`src/rtl/tsp_pkg.sv`:
```
/*
  constants and types shared by the serial configuration port files.
  assumes nothing of its surroundings; included by package name only.
*/
package tsp_pkg;
  // ----------------------------------------------------------------
  // register bus map (byte addresses, one 32-bit word each)
  // ----------------------------------------------------------------
  localparam logic [7:0] CTRL_OFS = 8'h00;
  localparam logic [7:0] STAT_OFS = 8'h04;
  localparam logic [7:0] IRQ_STAT_OFS = 8'h08;
  localparam logic [7:0] IRQ_MASK_OFS = 8'h0C;
  localparam int CTRL_EN_BIT = 0;
  localparam logic CTRL_EN_RST = 1'b1;
  localparam int EV_W = 3;
  localparam logic [2:0] IRQ_MASK_RST = 3'h0;
  localparam int EV_DONE_BIT = 0;
  localparam int EV_ABORT_BIT = 1;
  localparam int EV_STROBE_BIT = 2;
  localparam int VIEW_HDR_LSB = 8;
  // ----------------------------------------------------------------
  // serial header and status byte layout
  // ----------------------------------------------------------------
  localparam int ADDR_W = 6;
  localparam int HDR_RW_BIT = 7;
  localparam int HDR_BURST_BIT = 6;
  localparam logic [5:0] STROBE_LO = 6'h30;
  localparam logic [5:0] STROBE_HI = 6'h3D;
  localparam int STAT_RDY_BIT = 7;
  localparam int STAT_STATE_LSB = 4;
  localparam int STAT_FIFO_LSB = 0;
  localparam logic [2:0] BIT_LAST = 3'h7;
  // ----------------------------------------------------------------
  // port phases
  // ----------------------------------------------------------------
  typedef enum logic [1:0] {
    PH_IDLE = 2'b00,
    PH_HDR = 2'b01,
    PH_DATA = 2'b10
  } tsp_phase_type;
endpackage

```
`src/rtl/tsp_sync.sv`:
```
/*
  three-stage pin synchroniser with agreement filter.
  assumes an asynchronous input and one core clock.
*/
`timescale 1ns/1ps
`default_nettype none
module tsp_sync #(
  parameter logic RST_VAL = 1'b0
) (
  input wire logic core_clk_i,
  input wire logic rst_n_i,
  input wire logic pin_i,
  output logic level_o
);
  typedef struct packed {
    logic s1;
    logic s2;
    logic s3;
    logic lvl;
  } tsp_sync_type;
  tsp_sync_type st_reg;
  tsp_sync_type st_next;

  // first stage feeds only the second; level moves when stages 2 and 3 agree
  always_comb begin
    st_next = st_reg;
    st_next.s1 = pin_i;
    st_next.s2 = st_reg.s1;
    st_next.s3 = st_reg.s2;
    if (st_reg.s2 == st_reg.s3) begin
      st_next.lvl = st_reg.s3;
    end
  end

  always_ff @(posedge core_clk_i or negedge rst_n_i) begin
    if (!rst_n_i) begin
      st_reg <= {RST_VAL, RST_VAL, RST_VAL, RST_VAL};
    end else begin
      st_reg <= st_next;
    end
  end

  assign level_o = st_reg.lvl;
endmodule
`default_nettype wire

```
`src/rtl/tsp_wb_regs.sv`:
```
/*
  classic wishbone slave: control, status view, sticky events, mask.
  assumes one-cycle event pulses and a single core clock.
*/
`timescale 1ns/1ps
`default_nettype none
module tsp_wb_regs (
  input wire logic core_clk_i,
  input wire logic rst_n_i,
  input wire logic wb_cyc_i,
  input wire logic wb_stb_i,
  input wire logic wb_we_i,
  input wire logic [7:0] wb_adr_i,
  input wire logic [3:0] wb_sel_i,
  input wire logic [31:0] wb_dat_i,
  output logic [31:0] wb_dat_o,
  output logic wb_ack_o,
  input wire logic [tsp_pkg::EV_W-1:0] ev_i,
  input wire logic [15:0] view_i,
  output logic port_en_o,
  output logic irq_o
);
  typedef struct packed {
    logic ack;
    logic [31:0] dat;
    logic en;
    logic [tsp_pkg::EV_W-1:0] stat;
    logic [tsp_pkg::EV_W-1:0] mask;
    logic irq;
  } tsp_wb_type;
  tsp_wb_type st_reg;
  tsp_wb_type st_next;
  logic hit;
  logic [tsp_pkg::EV_W-1:0] clr;

  // ----------------------------------------------------------------
  // access decode
  // ----------------------------------------------------------------
  // answer one cycle after the strobe; unmapped reads give zero
  always_comb begin
    st_next = st_reg;
    hit = wb_cyc_i & wb_stb_i & ~st_reg.ack;
    clr = '0;
    st_next.ack = hit;
    st_next.dat = 32'h0000_0000;
    if (hit && wb_we_i && wb_sel_i[0]) begin
      case (wb_adr_i)
        tsp_pkg::CTRL_OFS: st_next.en = wb_dat_i[tsp_pkg::CTRL_EN_BIT];
        tsp_pkg::IRQ_STAT_OFS: clr = wb_dat_i[tsp_pkg::EV_W-1:0];
        tsp_pkg::IRQ_MASK_OFS: st_next.mask = wb_dat_i[tsp_pkg::EV_W-1:0];
        default: ;
      endcase
    end
    if (hit && !wb_we_i) begin
      case (wb_adr_i)
        tsp_pkg::CTRL_OFS: st_next.dat[tsp_pkg::CTRL_EN_BIT] = st_reg.en;
        tsp_pkg::STAT_OFS: st_next.dat[15:0] = view_i;
        tsp_pkg::IRQ_STAT_OFS: st_next.dat[tsp_pkg::EV_W-1:0] = st_reg.stat;
        tsp_pkg::IRQ_MASK_OFS: st_next.dat[tsp_pkg::EV_W-1:0] = st_reg.mask;
        default: ;
      endcase
    end
    // a new event beats a clear in the same cycle
    st_next.stat = (st_reg.stat & ~clr) | ev_i;
    st_next.irq = |(st_next.stat & st_next.mask);
  end

  always_ff @(posedge core_clk_i or negedge rst_n_i) begin
    if (!rst_n_i) begin
      st_reg <= '0;
      st_reg.en <= tsp_pkg::CTRL_EN_RST;
      st_reg.mask <= tsp_pkg::IRQ_MASK_RST;
    end else begin
      st_reg <= st_next;
    end
  end

  assign wb_ack_o = st_reg.ack;
  assign wb_dat_o = st_reg.dat;
  assign port_en_o = st_reg.en;
  assign irq_o = st_reg.irq;
endmodule
`default_nettype wire

```
`src/rtl/tsp_spi_port.sv`:
```
/*
  four-wire serial slave port: header decode, register and burst access,
  command strobes, status byte return and the ready handshake.
  assumes pins from outside the core clock, and core logic on core_clk_i
  giving read data the cycle after reg_rd_o.
*/
// Implementation choices: the placing of the registers and the Wishbone register port.
`timescale 1ns/1ps
`default_nettype none
module tsp_spi_port (
  input wire logic core_clk_i,
  input wire logic rst_n_i,
  input wire logic cs_n_i,
  input wire logic sclk_i,
  input wire logic si_i,
  output logic so_o,
  output logic so_oe_n_o,
  input wire logic xosc_ok_i,
  input wire logic [2:0] main_state_i,
  input wire logic [3:0] fifo_level_i,
  output logic [5:0] reg_addr_o,
  output logic [7:0] reg_wdata_o,
  output logic reg_wr_o,
  output logic reg_rd_o,
  input wire logic [7:0] reg_rdata_i,
  output logic cmd_strobe_o,
  input wire logic wb_cyc_i,
  input wire logic wb_stb_i,
  input wire logic wb_we_i,
  input wire logic [7:0] wb_adr_i,
  input wire logic [3:0] wb_sel_i,
  input wire logic [31:0] wb_dat_i,
  output logic [31:0] wb_dat_o,
  output logic wb_ack_o,
  output logic irq_o
);
  typedef struct packed {
    tsp_pkg::tsp_phase_type phase;
    logic [2:0] bit_cnt;
    logic [7:0] rx_sh;
    logic [7:0] tx_sh;
    logic [7:0] rd_buf;
    logic [7:0] hdr;
    logic [5:0] addr;
    logic is_read;
    logic is_burst;
    logic fresh;
    logic boundary;
    logic rd_pend;
    logic sclk_q;
    logic cs_q;
    logic so;
    logic so_oe_n;
    logic [5:0] reg_addr;
    logic [7:0] reg_wdata;
    logic reg_wr;
    logic reg_rd;
    logic strobe;
    logic [tsp_pkg::EV_W-1:0] ev;
  } tsp_port_type;
  tsp_port_type st_reg;
  tsp_port_type st_next;

  logic cs_l;
  logic sclk_l;
  logic si_l;
  logic port_en;
  logic cs_fall;
  logic cs_rise;
  logic sclk_rise;
  logic sclk_fall;
  logic [7:0] status;
  logic [7:0] byte_in;
  logic [7:0] load;
  logic [15:0] view;

  // ----------------------------------------------------------------
  // pin synchronisers
  // ----------------------------------------------------------------
  tsp_sync #(.RST_VAL(1'b1)) u_cs (
    .core_clk_i(core_clk_i),
    .rst_n_i(rst_n_i),
    .pin_i(cs_n_i),
    .level_o(cs_l)
  );
  tsp_sync #(.RST_VAL(1'b0)) u_sclk (
    .core_clk_i(core_clk_i),
    .rst_n_i(rst_n_i),
    .pin_i(sclk_i),
    .level_o(sclk_l)
  );
  tsp_sync #(.RST_VAL(1'b0)) u_si (
    .core_clk_i(core_clk_i),
    .rst_n_i(rst_n_i),
    .pin_i(si_i),
    .level_o(si_l)
  );

  // ----------------------------------------------------------------
  // register bus
  // ----------------------------------------------------------------
  assign view = {st_reg.hdr, 5'h00, ~st_reg.cs_q, st_reg.phase};

  tsp_wb_regs u_regs (
    .core_clk_i(core_clk_i),
    .rst_n_i(rst_n_i),
    .wb_cyc_i(wb_cyc_i),
    .wb_stb_i(wb_stb_i),
    .wb_we_i(wb_we_i),
    .wb_adr_i(wb_adr_i),
    .wb_sel_i(wb_sel_i),
    .wb_dat_i(wb_dat_i),
    .wb_dat_o(wb_dat_o),
    .wb_ack_o(wb_ack_o),
    .ev_i(st_reg.ev),
    .view_i(view),
    .port_en_o(port_en),
    .irq_o(irq_o)
  );

  // ----------------------------------------------------------------
  // serial engine
  // ----------------------------------------------------------------
  function automatic logic in_strobe_range(input logic [5:0] a);
    in_strobe_range = (a >= tsp_pkg::STROBE_LO) && (a <= tsp_pkg::STROBE_HI);
  endfunction

  assign cs_fall = st_reg.cs_q & ~cs_l;
  assign cs_rise = ~st_reg.cs_q & cs_l;
  assign sclk_rise = ~st_reg.sclk_q & sclk_l;
  assign sclk_fall = st_reg.sclk_q & ~sclk_l;
  assign status = {~xosc_ok_i, main_state_i, fifo_level_i};
  assign byte_in = {st_reg.rx_sh[6:0], si_l};
  // read data bytes carry register contents, all other bytes carry status
  assign load = (st_reg.phase == tsp_pkg::PH_DATA && st_reg.is_read) ?
                st_reg.rd_buf : status;

  always_comb begin
    st_next = st_reg;
    st_next.reg_wr = 1'b0;
    st_next.reg_rd = 1'b0;
    st_next.strobe = 1'b0;
    st_next.ev = '0;
    // backend answers the cycle after the read pulse, so capture one cycle later
    st_next.rd_pend = st_reg.reg_rd;
    st_next.sclk_q = sclk_l;
    st_next.cs_q = cs_l;
    if (st_reg.rd_pend) begin
      st_next.rd_buf = reg_rdata_i;
    end
    case (st_reg.phase)
      tsp_pkg::PH_IDLE: begin
        st_next.so = 1'b1;
        st_next.so_oe_n = 1'b1;
        // drive at once; the ready bit stays high until the oscillator runs
        if (cs_fall && port_en) begin
          st_next.phase = tsp_pkg::PH_HDR;
          st_next.bit_cnt = 3'h0;
          st_next.tx_sh = status;
          st_next.so = status[tsp_pkg::STAT_RDY_BIT];
          st_next.so_oe_n = 1'b0;
          st_next.fresh = 1'b1;
          st_next.boundary = 1'b0;
        end
      end
      tsp_pkg::PH_HDR, tsp_pkg::PH_DATA: begin
        if (cs_l) begin
          // partial bytes never reach the register side
          st_next.phase = tsp_pkg::PH_IDLE;
          st_next.so = 1'b1;
          st_next.so_oe_n = 1'b1;
          st_next.ev[tsp_pkg::EV_ABORT_BIT] = (st_reg.bit_cnt != 3'h0);
        end else begin
          // keep the waiting status live so ready shows when it comes
          if (st_reg.fresh && st_reg.bit_cnt == 3'h0 &&
              st_reg.phase == tsp_pkg::PH_HDR) begin
            st_next.tx_sh = status;
            st_next.so = status[tsp_pkg::STAT_RDY_BIT];
          end
          if (sclk_rise) begin
            st_next.rx_sh = byte_in;
            st_next.bit_cnt = 3'(st_reg.bit_cnt + 3'h1);
            st_next.fresh = 1'b0;
            if (st_reg.bit_cnt == tsp_pkg::BIT_LAST) begin
              st_next.boundary = 1'b1;
              if (st_reg.phase == tsp_pkg::PH_HDR) begin
                st_next.hdr = byte_in;
                st_next.is_read = byte_in[tsp_pkg::HDR_RW_BIT];
                st_next.is_burst = byte_in[tsp_pkg::HDR_BURST_BIT];
                st_next.addr = byte_in[5:0];
                st_next.reg_addr = byte_in[5:0];
                st_next.ev[tsp_pkg::EV_DONE_BIT] = 1'b1;
                if (in_strobe_range(byte_in[5:0]) &&
                    !byte_in[tsp_pkg::HDR_BURST_BIT]) begin
                  st_next.strobe = 1'b1;
                  st_next.ev[tsp_pkg::EV_STROBE_BIT] = 1'b1;
                end else begin
                  st_next.phase = tsp_pkg::PH_DATA;
                  if (byte_in[tsp_pkg::HDR_RW_BIT]) begin
                    st_next.reg_rd = 1'b1;
                  end
                end
              end else begin
                // status registers are read-only and never burst
                if (!st_reg.is_read && !in_strobe_range(st_reg.addr)) begin
                  st_next.reg_wr = 1'b1;
                  st_next.reg_wdata = byte_in;
                  st_next.reg_addr = st_reg.addr;
                end
                if (st_reg.is_burst && !in_strobe_range(st_reg.addr)) begin
                  st_next.addr = 6'(st_reg.addr + 6'h01);
                  if (st_reg.is_read) begin
                    st_next.reg_addr = 6'(st_reg.addr + 6'h01);
                    st_next.reg_rd = 1'b1;
                  end
                end else begin
                  st_next.phase = tsp_pkg::PH_HDR;
                end
              end
            end
          end
          if (sclk_fall) begin
            if (st_reg.boundary) begin
              st_next.tx_sh = load;
              st_next.so = load[7];
              st_next.boundary = 1'b0;
              st_next.fresh = 1'b1;
            end else begin
              st_next.tx_sh = {st_reg.tx_sh[6:0], 1'b0};
              st_next.so = st_reg.tx_sh[6];
            end
          end
        end
      end
      default: begin
        st_next.phase = tsp_pkg::PH_IDLE;
      end
    endcase
  end

  always_ff @(posedge core_clk_i or negedge rst_n_i) begin
    if (!rst_n_i) begin
      st_reg <= '0;
      st_reg.phase <= tsp_pkg::PH_IDLE;
      st_reg.cs_q <= 1'b1;
      st_reg.so <= 1'b1;
      st_reg.so_oe_n <= 1'b1;
    end else begin
      st_reg <= st_next;
    end
  end

  assign so_o = st_reg.so;
  assign so_oe_n_o = st_reg.so_oe_n;
  assign reg_addr_o = st_reg.reg_addr;
  assign reg_wdata_o = st_reg.reg_wdata;
  assign reg_wr_o = st_reg.reg_wr;
  assign reg_rd_o = st_reg.reg_rd;
  assign cmd_strobe_o = st_reg.strobe;
endmodule
`default_nettype wire

```
`config.mk`:
```
export PLATFORM = sky130hd
export DESIGN_NAME = tsp_spi_port
export DESIGN_NICKNAME = d
export VERILOG_FILES = /design/src/rtl/tsp_pkg.sv /design/src/rtl/tsp_sync.sv /design/src/rtl/tsp_wb_regs.sv /design/src/rtl/tsp_spi_port.sv
export SDC_FILE = /design/constraint.sdc
export NUM_CORES = 1
export LEC_CHECK = 0
export BUFFER_PORTS_ARGS = -buffer_cell sky130_fd_sc_hd__buf_2
export CORE_MARGIN = 2
export CORE_UTILIZATION = 25
export CTS_BUF_LIST = sky130_fd_sc_hd__clkbuf_8
export CTS_CLUSTER_DIAMETER = 80
export DETAILED_ROUTE_END_ITERATION = 7
export SLEW_MARGIN = 30
export SYNTH_ARGS = -nofsm -noshare
export SYNTH_HDL_FRONTEND = slang
export SYNTH_SLANG_ARGS = --single-unit
```
`constraint.sdc`:
```
create_clock -name core_clk_i -period 5.15 [get_ports core_clk_i]
set_input_delay 0.515 -clock core_clk_i [delete_from_list [all_inputs] [get_ports core_clk_i]]
set_output_delay 0.515 -clock core_clk_i [all_outputs]
set_load 0.01 [all_outputs]
```
# [After elaboration in Yosys (flattened, before gate mapping)]
# Index checks and enable logic that the tools add are counted.
[word_totals] wordCells=178 out_inout_bits=53 ff_bits=108 inputBits=68
[op_classes] muxes=61 n_reduce_logical=36 n_eq_ne=19 bitwise_logic=16 add_sub_neg=2 n_lt_le_gt_ge=4
[ops] operator="$mux 6" count=6
[ops] operator="$mux 8" count=4
[ops] operator="$mux 13" count=2
[ops] operator="$mux 2" count=13
[ops] operator="$mux 19" count=1
[ops] operator="$mux 1" count=17
[ops] operator="$eq 8x4->1 const B" count=2
[ops] operator="$mux 16" count=1
[ops] operator="$mux 15" count=1
[ops] operator="$reduce_and 5->1" count=3
[ops] operator="$pmux 7 s2" count=1
[ops] operator="$ge 6x6->1 const B" count=2
[ops] operator="$le 6x6->1 const B" count=2
[ops] operator="$logic_and 1x1->1" count=12
[ops] operator="$mux 3" count=4
[ops] operator="$mux 4" count=3
[ops] operator="$ne 4x3->1 const B" count=3
[ops] operator="$pmux 2 s2" count=3
[ops] operator="$reduce_and 4->1" count=3
[ops] operator="$eq 8x3->1 const B" count=1
[ops] operator="$logic_not 8->1" count=1
[ops] operator="$mux 7" count=1
[ops] operator="$not 1->1" count=7
[ops] operator="$add 6x1->6 const B" count=1
[ops] operator="27 further kinds" count=44

# [Depth between registers and ports, before layout]
# Gate-level depths: netlist of run 1.
[logic_depth] depth_word=10 depth_mapped=9 ltp_nobuf=7

# [Cells and area by module]
# Synthesis of run 1 repeated with hierarchy kept, for this count alone.
[unflattened] hier_cells=462 area_unflattened_um2=5129.9
[modules_own_cells] mod="tsp_spi_port" cells_each=337 area_per_inst_um2=3520.9 instances=1 seq_area_each_um2=1680.4
[modules_own_cells] mod="tsp_wb_regs" cells_each=110 area_per_inst_um2=1270.0 instances=1 seq_area_each_um2=626.9
[modules_own_cells] mod="tsp_sync at u_sclk ..." cells_each=5 area_per_inst_um2=111.4 instances=2 seq_area_each_um2=100.1
[modules_own_cells] mod="tsp_sync at u_cs" cells_each=5 area_per_inst_um2=116.4 instances=1 seq_area_each_um2=105.1

# [Least setup slack after synthesis of run 1]
# Ideal clock, no wire load.
[synth_path] path_type="register -> register" start="register st_reg[70] (netlist name)" end="register st_reg (netlist bit reg_wdata_o[0])" synth_period_minus_slack_ps=2186 arrival_ps=2061 required_ps=5025 path_stages_with_launch=9 setup_slack_ps=2964 setup_ps=125 n_path_buf=2 path_cell_list="dfrtp_1 inv_1 ha_1 nand2b_4 or2_1 buf_6 or4_4 buf_6 mux2_4"
[synth_via] elab_chain_len=3 elab_cells_between_ends=5 classes_between="eq/ne: 2; bitwise: 1; reduce/logical: 2"
[synth_rtl] item="start, declared" line_no="tsp_spi_port.sv:61" text="tsp_port_type st_reg;"
[synth_rtl] item="start signal, assigned" line_no="tsp_spi_port.sv:249" text="st_reg <= st_next;"
[synth_rtl] item="$eq 2x2->1 or $eq 2x1->1 (tied branches)" line_no="tsp_spi_port.sv:151, tsp_spi_port.sv:186"
[synth_rtl] item="$reduce_or 2->1 or $not 1->1 (tied branches)"
[synth_rtl] item="$reduce_and 6->1 (no source line) *"
# Mark *: on every way between the ends. The rest lies on a longest branch, timed or not.
# A chain may end at the register's enable or synchronous reset.

# [Worst setup path after layout of run 1]
[layout_path] start="register st_reg[70] (netlist name)" end="register st_reg (netlist bit reg_wdata_o[4])"
# Same word-level chain as after synthesis.

==> results.py, run 1 <==
metrics = {
    "run_status": {
        "status": "finished, final reports clean",
    },
    "placed_design": {
        "dp_hpwl_um": 6940,
        "preCtsSetupSlack_ps": 2430,
        "place_congestion": 0.755,
        "port-buffer-count": 67,
    },
    "critical_path": {
        "worstRegToRegCells": 6,
        "critical_path_class": "register to register",
        "cp_data_arrival_time_ps": 2980,
        "critPathRequiredTime_ps": 5400,
        "cp-start-kind": "register",
        "reg2reg_from": "st_reg[70]",
        "cp_max_fo": 17,
        "r2r_end": "reg_wdata_o[4]",
        "ff2ff_setup_slack_ps": 2420,
        "endpoint_kind": "register",
    },
    "sta": {
        "worst-slew-pin-transition_ps": 799,
        "maxSlewHeadroom_pct": 46.7,
        "rsz0062_at_grt": "false",
        "setup_viol": 0,
        "hold_viol": 0,
        "finClkSkew_ps": 14.1,
        "timing.fmax_mhz": 366,
        "tns_ps": 0,
        "slew_viol_final": 0,
        "fin_ws_ps": 2420,
        "fin_crit_sh_pct": 53.1,
        "finalCriticalPeriod_ps": 2730,
    },
    "cells_and_area": {
        "fillers": 2055,
        "syn_to_final_growth_pct": 10.6,
        "drive_above_1_share_pct": 26.7,
        "fin_util_pct": 28.1,
        "diodes": 0,
        "largest_reg_flops": 42,
        "final_nets": 575,
    },
    "clock_tree": {
        "cts_resized": 0,
        "cts_tree": "done",
        "numCtsBuffers": 9,
        "cts.sinks": 99,
        "clockBufferDepth": 2,
        "cts-root-buf": "clkbuf_8",
        "cts_max_level": 3,
        "ctsHoldBuffers": 0,
        "post_cts_buffers": 0,
        "insertion_delay_ps": 370,
        "clkSlewWorstSetupHoldPaths_ps": 100,
    },
    "floorplan": {
        "core.rowCount": 51,
        "fp.dieArea_um2": 20900,
        "start_util_pct": 25.4,
        "ios": 121,
        "core_area_um2": 19400,
        "die_x_um": 144,
        "die_y_um": 144,
    },
    "synthesis": {
        "synth_cell_types": 64,
        "yosys.area.top_type": "dfrtp_1",
        "syn_inst": 463,
        "synth_warnings": 0,
        "synth_area_um2": 4930,
        "synth-seq-area-share_pct": 50.4,
        "ys.flop_type": "dfrtp_1",
        "synth-edff-count": 0,
        "netlist_top_cells_area": "dfrtp_1 46%, buf_4 7.0%, mux2_2 5.7%",
        "yosysTopAreaCellShare_pct": 46.2,
        "synth_area_per_cell_um2": 10.7,
        "async_flop_share_pct": 100,
        "ys_ff_latch": 99,
    },
    "drt": {
        "wire_per_inst_um": 12.7,
        "drtIter0Drc": 115,
        "drc": 0,
        "num_vias": 3268,
        "drt-total-wl_um": 9740,
        "ant_nets": 0,
        "via_per_inst": 4.26,
        "drt_pass1_iterations": 4,
    },
    "min_path": {
        "hold_class": "primary input to asynchronous set/reset pin",
    },
    "global_route": {
        "grt_max_degree": 65,
        "grt_pass1_wl_um": 15900,
        "antenna_found_initial": 0,
        "grt_pass1_vias": 3143,
        "overflow": 0,
        "grt_use_total_pct": 9.57,
    },
    "power_and_ir_drop": {
        "leakage_uw": 0.00255,
        "power_uw": 1830,
        "powerDensity_nw_per_um2": 335,
        "vdd_drop_max_mv": 0.119,
    },
    "job": {
        "drv_cap": 0,
    },
}
## per-stage QoR
step | hold WS (ps) | instances | area (um2)
after CTS | 211 | 767 | 5450
final | 238 | 767 | 5460
after floorplan | 219 | 483 | 5010
after detailed placement | 336 | 751 | 5250
after global placement | 332 | 751 | 5250
after global routing | 209 | 767 | 5460
## worst max path at each step
| stage | startpoint | to | slack (ps) | depth (start not counted) |
|---|---|---|---|---|
| 6_report | st_reg[70] | reg_wdata_o[4] | 2420 | 6 |
| 5_1_grt | st_reg[70] | reg_wdata_o[5] | 2290 | 6 |
| 4_1_cts | st_reg[70] | reg_wdata_o[4] | 2420 | 6 |
| 3_5_place_dp | st_reg[70] | reg_wdata_o[2] | 2430 | 6 |
| 3_3_place_gp | st_reg[70] | reg_wdata_o[0] | 2450 | 6 |
| 2_1_floorplan | st_reg[70] | reg_wdata_o[0] | 2960 | 8 |
## cell families after synthesis
family / synth area share, %
muxes: 8.50
adders and majority gates: 3.14
and+or+nand+nor: 13.8
AOI/OAI and AO/OA: 13.4
DFF: 50.4
other: 0.0760
xor gates and xnor gates: 0.533
buffers and inverters: 10.2
## power by group
part / leakage (uW) / switching [uW] / internal, uW
Clock: 0.0000963 / 267 / 238
Combinational: 0.00114 / 253 / 153
Sequential: 0.00131 / 66.0 / 852
Total: 0.00255 / 586 / 1240
## critical path, stage by stage (launching register included)
cell      delay, ps
dfrtp_1         430
inv_1            80
ha_1            570
nand2b_4        110
or2_1           460
or4_4           630
mux2_4          330
## synth_stat cells, types with 5 or more instances
library cell / count
a21o_1: 6
o21ai_0: 30
dfstp_2: 8
and2_1: 10
mux2_2: 25
buf_4: 46
nand2b_1: 15
a21oi_1: 23
clkbuf_1: 15
o22ai_1: 5
nand2_1: 40
o21a_1: 9
dfrtp_1: 91
inv_1: 14
ha_1: 10
nor2_1: 17
nand3_1: 16
mux2_4: 7
## metal layers
metal / part of all wire (%) / routed length [um] / track usage, %
met5: 0 / 0 / 0
met1: 48 / 4640 / 12.5
met2: 46 / 4470 / 15.4
met4: 1.2 / 119 / 3.37
met3: 5.2 / 511 / 2.48
## area by class of cell
cell class              count  area, um2  share of cell area [%]
inverters                  14       52.6                   0.963
flip-flops and latches     99       2490                    45.6
clock buffers              10        138                    2.52
multi-input cells         303       2020                    37.0
clock inverters             6       65.1                    1.19
well taps                 265        332                    6.08
repair buffers             70        360                    6.61
## placed cells by master (no fill, tap or decap), types with 3 or more instances in the layout
cell type,netlist,final
mux2_4,7,7
o2bb2ai_1,4,4
mux2_2,25,25
and2_1,10,10
o21a_1,9,9
dfstp_2,8,8
nor3b_1,3,3
nand2b_1,15,15
nor2_1,17,16
a31oi_1,3,3
conb_1,1,21
o22ai_1,5,5
dfrtp_1,91,91
nand3_1,16,16
a21oi_1,23,23
clkbuf_8,0,10
buf_2,3,66
o21ai_0,30,30
nor3_1,3,3
a211oi_1,3,3
maj3_1,3,3
ha_1,10,10
a21o_1,6,6
inv_1,14,15
a22oi_1,3,3
nand4_1,3,3
nand2_1,40,40
o211ai_1,3,3
clkinvlp_4,0,3
buf_4,46,4
or2_2,3,3
No activity file was read; power rests on OpenSTA's default activity.
==> run 2: changes to the inputs <==
- ABC_AREA: unset -> 1
- clock period: 5.15 -> 2.8 ns (I/O delays scaled with it)
==> results.py, run 2 <==
metrics = {
    "synthesis": {
        "netlist_top_cells_area": "dfrtp_1 46%, nand2_1 10%, buf_4 7.3%",
        "synth_warnings": 0,
        "ys_ff_latch": 99,
        "async_flop_share_pct": 100,
        "synth_area_per_cell_um2": 8.58,
        "synth_cell_types": 38,
        "synth.most_common_cell": "nand2_1",
        "synth-seq-area-share_pct": 50.6,
        "yosysTopAreaCellShare_pct": 46.3,
        "syn_inst": 573,
        "synthTopCellsByCount": "136 x nand2_1, 91 x dfrtp_1, 64 x inv_1",
        "synth-edff-count": 0,
        "yosys.area.top_type": "dfrtp_1",
        "ys.flop_type": "dfrtp_1",
        "synth_area_um2": 4920,
    },
    "job": {
        "drv_cap": 0,
    },
    "clock_tree": {
        "cts.sinks": 99,
        "cts-root-buf": "clkbuf_8",
        "insertion_delay_ps": 400,
        "clockBufferDepth": 2,
        "cts_tree": "done",
        "numCtsBuffers": 9,
        "clkSlewWorstSetupHoldPaths_ps": 100,
        "cts_max_level": 3,
    },
    "critical_path": {
        "critical_path_class": "register to register",
        "cp-start-kind": "register",
        "ff2ff_setup_slack_ps": 600,
        "reg2reg_from": "st_reg[70]",
        "r2r_end": "st_reg[33]",
        "endpoint_kind": "register",
        "cp_max_fo": 17,
        "worstRegToRegCells": 8,
        "cp_data_arrival_time_ps": 2520,
        "critPathRequiredTime_ps": 3120,
    },
    "drt": {
        "num_vias": 3740,
        "drt_pass1_iterations": 6,
        "wire_per_inst_um": 11.9,
        "drt-total-wl_um": 10600,
        "via_per_inst": 4.19,
        "drtIter0Drc": 141,
        "drc": 0,
        "ant_nets": 0,
    },
    "sta": {
        "hold_viol": 0,
        "finalCriticalPeriod_ps": 2200,
        "fin_ws_ps": 600,
        "fin_crit_sh_pct": 78.6,
        "rsz0062_at_grt": "false",
        "maxSlewHeadroom_pct": 55.3,
        "timing.fmax_mhz": 455,
        "worst-slew-pin-transition_ps": 670,
        "tns_ps": 0,
        "slew_viol_final": 0,
        "finClkSkew_ps": 18.4,
        "hold_ws_ps": 83.4,
        "setup_viol": 0,
    },
    "global_route": {
        "overflow": 0,
        "grt_pass1_wl_um": 17100,
        "grt_use_total_pct": 10.6,
        "grt_max_degree": 52,
        "antenna_found_initial": 0,
        "grt_pass1_vias": 3400,
    },
    "cells_and_area": {
        "diodes": 0,
        "final_common_cell": "nand2_1",
        "syn_to_final_growth_pct": 12.9,
        "final_nets": 701,
        "layout_common_cells": "136 x nand2_1, 91 x dfrtp_1, 66 x buf_2",
        "fin_util_pct": 28.6,
        "largest_reg_flops": 42,
        "drive_above_1_share_pct": 18.8,
    },
    "min_path": {
        "holdCritStartpoint": "wb_we_i",
        "hold_class": "primary input to register",
        "whs_path_depth": 2,
        "worstHoldEndpoint": "u_regs.wb_dat_o[15]",
    },
    "floorplan": {
        "die_x_um": 144,
        "fp.dieArea_um2": 20800,
        "die_y_um": 144,
        "ios": 121,
        "start_util_pct": 25.4,
        "core.rowCount": 51,
        "core_area_um2": 19400,
    },
    "power_and_ir_drop": {
        "leakage_uw": 0.00282,
        "vdd_drop_max_mv": 0.214,
        "powerDensity_nw_per_um2": 634,
        "power_uw": 3520,
    },
    "placed_design": {
        "port-buffer-count": 67,
        "preCtsSetupSlack_ps": 578,
        "place_congestion": 0.807,
        "dp_hpwl_um": 7810,
    },
    "run_status": {
        "status": "finished, final reports clean",
    },
}
[run 2: cell types whose count changed after synthesis, sizes merged, moves of 8 or more]
cell / delta
inv: +51
o21ai: +30
o21a: -8
clkbuf: -13
nor2: +24
nand2b: -16
nand2: +102
nand3: +31
nand4: +8
and2: -9
mux2: -31
[run 2: metrics by stage]
stage / instance area, um2 / instances
after floorplan: 4990 / 593
after global placement: 5300 / 873
after detailed placement: 5300 / 873
after CTS: 5560 / 893
after global routing: 5560 / 893
final: 5560 / 893
[run 2: final cells by class]
cell class	instances	area, um2
timing repair buffer	74	413
fill	2082	13800
tap	265	332
clock buffer	9	124
clock inverter	7	92.6
multi-input combinational	370	1850
inverter	69	259
sequential	99	2490
[run 2: worst max-delay path by stage]
stage	start	end	slack, ps	cells past startpoint
3_5_place_dp	st_reg[70]	st_reg[32]	580	7
3_3_place_gp	st_reg[70]	st_reg[30]	600	7
5_1_grt	st_reg[70]	st_reg[29]	340	8
6_report	st_reg[70]	st_reg[33]	600	8
2_1_floorplan	st_reg[70]	reg_wdata_o[7]	1020	10
4_1_cts	st_reg[70]	st_reg[33]	570	8
[run 2: critical path, stage by stage, from the launching register on]
cell     delay, ps
dfrtp_1        440
inv_1           90
ha_1           440
nand2_4        150
nor2_4         290
nand2_4        190
nand2_1        340
nor2_1          70
a21oi_1        120
[run 2: logic make-up (layout without fill, tap and decap cells)]
family / after synthesis / count (layout) / synth area share (%)
AND/OR/NAND/NOR: 247 / 247 / 22.6
other: 1 / 21 / 0.0762
AO/OA/AOI/OAI: 88 / 88 / 10.0
adder cells (fa/ha/maj): 13 / 13 / 3.15
flip-flops: 99 / 99 / 50.6
buffers and inverters: 124 / 159 / 13.4
multiplexers: 1 / 1 / 0.229
[run 2: repair_timing]
item | 4_1_cts | 5_1_grt
hold buffers | 4 | 0
endpoints found under the hold margin | 45 | 0
buffers inserted | 0 | 0
resized for setup | 0 | 0
endpoints found under the setup margin | 0 | 0
[run 2: metal layers]
| layer | routed length, um | vias to the layer above | GRT usage [%] |
|---|---|---|---|
| li1 | - | 1876 | - |
| met1 | 4840 | 1774 | 13.4 |
| met2 | 4960 | 77 | 17.1 |
| met3 | 574 | 13 | 2.28 |
| met4 | 228 | 0 | 5.47 |
| met5 | 0 | - | 0 |
[run 2: power breakdown]
group	leakage, uW	switching [uW]	internal [uW]
logic	0.00148	567	273
registers	0.00123	95.5	1570
clock network	0.000109	572	438
==> run 3: changes to the inputs <==
- clock period: 2.8 -> 2.1 ns (I/O delays scaled with it)
==> results.py, run 3 (synthesis gave the netlist of run 2 again) <==
metrics = {
    "sta": {
        "tns_ps": 0,
        "maxSlewHeadroom_pct": 64.8,
        "rsz0062_at_grt": "true",
        "setup_viol": 0,
        "worst-slew-pin-transition_ps": 525,
        "timing.fmax_mhz": 528,
        "slew_viol_final": 0,
        "finClkSkew_ps": 13.7,
        "fin_crit_sh_pct": 90.1,
        "finalCriticalPeriod_ps": 1890,
        "hold_viol": 0,
        "hold_ws_ps": 36.3,
    },
    "clock_tree": {
        "clockBufferDepth": 2,
        "cts_tree": "done",
        "insertion_delay_ps": 390,
        "cts.sinks": 99,
        "clkSlewWorstSetupHoldPaths_ps": 110,
        "numCtsBuffers": 9,
        "cts_max_level": 3,
        "cts-root-buf": "clkbuf_8",
        "post_cts_buffers": 0,
    },
    "global_route": {
        "grt_pass1_wl_um": 17600,
        "met2_usage_pct": 16.8,
        "antenna_found_initial": 0,
        "overflow": 0,
        "gr-max-usage-layer": "met2",
        "grt_max_degree": 57,
        "use_met3_pct": 2.55,
        "grtUsageMet1_pct": 13.8,
        "grt_use_total_pct": 10.7,
        "grt_pass1_vias": 3534,
    },
    "drt": {
        "drt_pass1_iterations": 4,
        "via_per_inst": 4.13,
        "drc": 0,
        "ant_nets": 0,
        "wire_per_inst_um": 11.9,
        "drtIter0Drc": 151,
        "drt-total-wl_um": 10700,
        "num_vias": 3742,
    },
    "cells_and_area": {
        "multi_input_area_um2": 1850,
        "largest_reg_flops": 42,
        "fin_cells": 905,
        "final-seq-area_um2": 2490,
        "final_nets": 713,
        "final_common_cell": "nand2_1",
        "syn_to_final_growth_pct": 15.4,
        "fillers": 2107,
        "fin_util_pct": 29.3,
        "diodes": 0,
        "layout_common_cells": "136 x nand2_1, 91 x dfrtp_1, 66 x buf_2",
        "drive_above_1_share_pct": 20.5,
    },
    "power_and_ir_drop": {
        "leakage_uw": 0.00288,
        "powerDensity_nw_per_um2": 851,
        "power_uw": 4830,
        "vdd_drop_max_mv": 0.311,
    },
    "run_status": {
        "status": "finished, final reports clean",
    },
    "placed_design": {
        "place_congestion": 0.819,
        "dp_hpwl_um": 7990,
        "dp.cells": 884,
        "port-buffer-count": 67,
    },
    "critical_path": {
        "endpoint_kind": "register",
        "path_cells": "inv_1, ha_2, nand2_4, nor2_4, nand3_1, nand2_1, buf_12, nor2_1, a21oi_1",
        "cp_top_family": "simple AND/OR/NAND/NOR gates",
        "crit_buf_inv": 2,
        "cpPeakStageDelay_ps": 420,
        "critical_path_class": "register to register",
        "cp_data_arrival_time_ps": 2210,
        "critPathRequiredTime_ps": 2420,
        "slowest_stage": "ha_2",
        "cp-start-kind": "register",
        "cp_max_fo": 12,
    },
    "floorplan": {
        "ios": 121,
        "fp.dieArea_um2": 20800,
        "start_util_pct": 25.4,
        "core.rowCount": 51,
        "die_y_um": 144,
        "die_x_um": 144,
        "core_area_um2": 19400,
    },
    "min_path": {
        "hold_class": "primary input to register",
    },
    "job": {
        "drv_cap": 0,
    },
}
## run 3: changes by cell type in the layout (fill, tap and decap cells not counted), sizes merged
cell,change
buf,+11
dlygate4sd3,+1
clkinv,-1
bufinv,+1
clkinvlp,+1
inv,-1
## run 3: worst reg2reg max path: stages (launching register included)
cell and delay [ps]:
dfrtp_1 410, inv_1 90, ha_2 420, nand2_4 130, nor2_4 250, nand3_1 110
nand2_1 120, buf_12 130, nor2_1 40, a21oi_1 130
## run 3: routing by layer
metal,vias to the layer above,wire [um]
met3,21,586
met1,1738,4910
met2,85,4960
met5,-,0
li1,1898,-
met4,0,276
## run 3: cell type report
type | count | area share (%)
repair buffers | 86 | 9.12
clock buffers | 9 | 2.18
multi-input cells | 370 | 32.6
inverters | 69 | 4.56
clock inverters | 7 | 1.90
flip-flops and latches | 99 | 43.8
well taps | 265 | 5.84
## run 3: what timing repair did
item                       in CTS  in global routing
hold endpoints to repair       27                  0
resized for setup               0                  2
setup endpoints to repair       0                 14
hold buffers                    5                  0
## run 3: path summary, 6_finish.rpt
check                                      from                 end  slack [ps]  depth (start not counted)
max in group asynchronous               rst_n_i    u_regs.port_en_o        1160                          3
min in group asynchronous               rst_n_i  u_regs.wb_dat_o[1]         280                          2
worst min register to register  u_si.st_next[2]     u_si.st_next[1]         360                          0
worst max-delay path                 st_reg[71]          st_reg[33]         210                          9
worst max register to register       st_reg[71]          st_reg[33]         210                          9
worst min-delay path             reg_rdata_i[4]          st_reg[47]          40                          3
## run 3: through the flow
stage	instance area, um2	setup WS, ps
2_1_floorplan	4990	316
3_3_place_gp	5390	139
3_5_place_dp	5390	118
4_1_cts	5680	97.9
5_1_grt	5680	-26.6
6_report	5680	207
## run 3: power breakdown
part | internal [uW] | switching, uW | leakage (uW)
clock network | 694 | 734 | 0.000114
registers | 2100 | 116 | 0.00123
logic | 409 | 782 | 0.00154
total | 3200 | 1630 | 0.00288
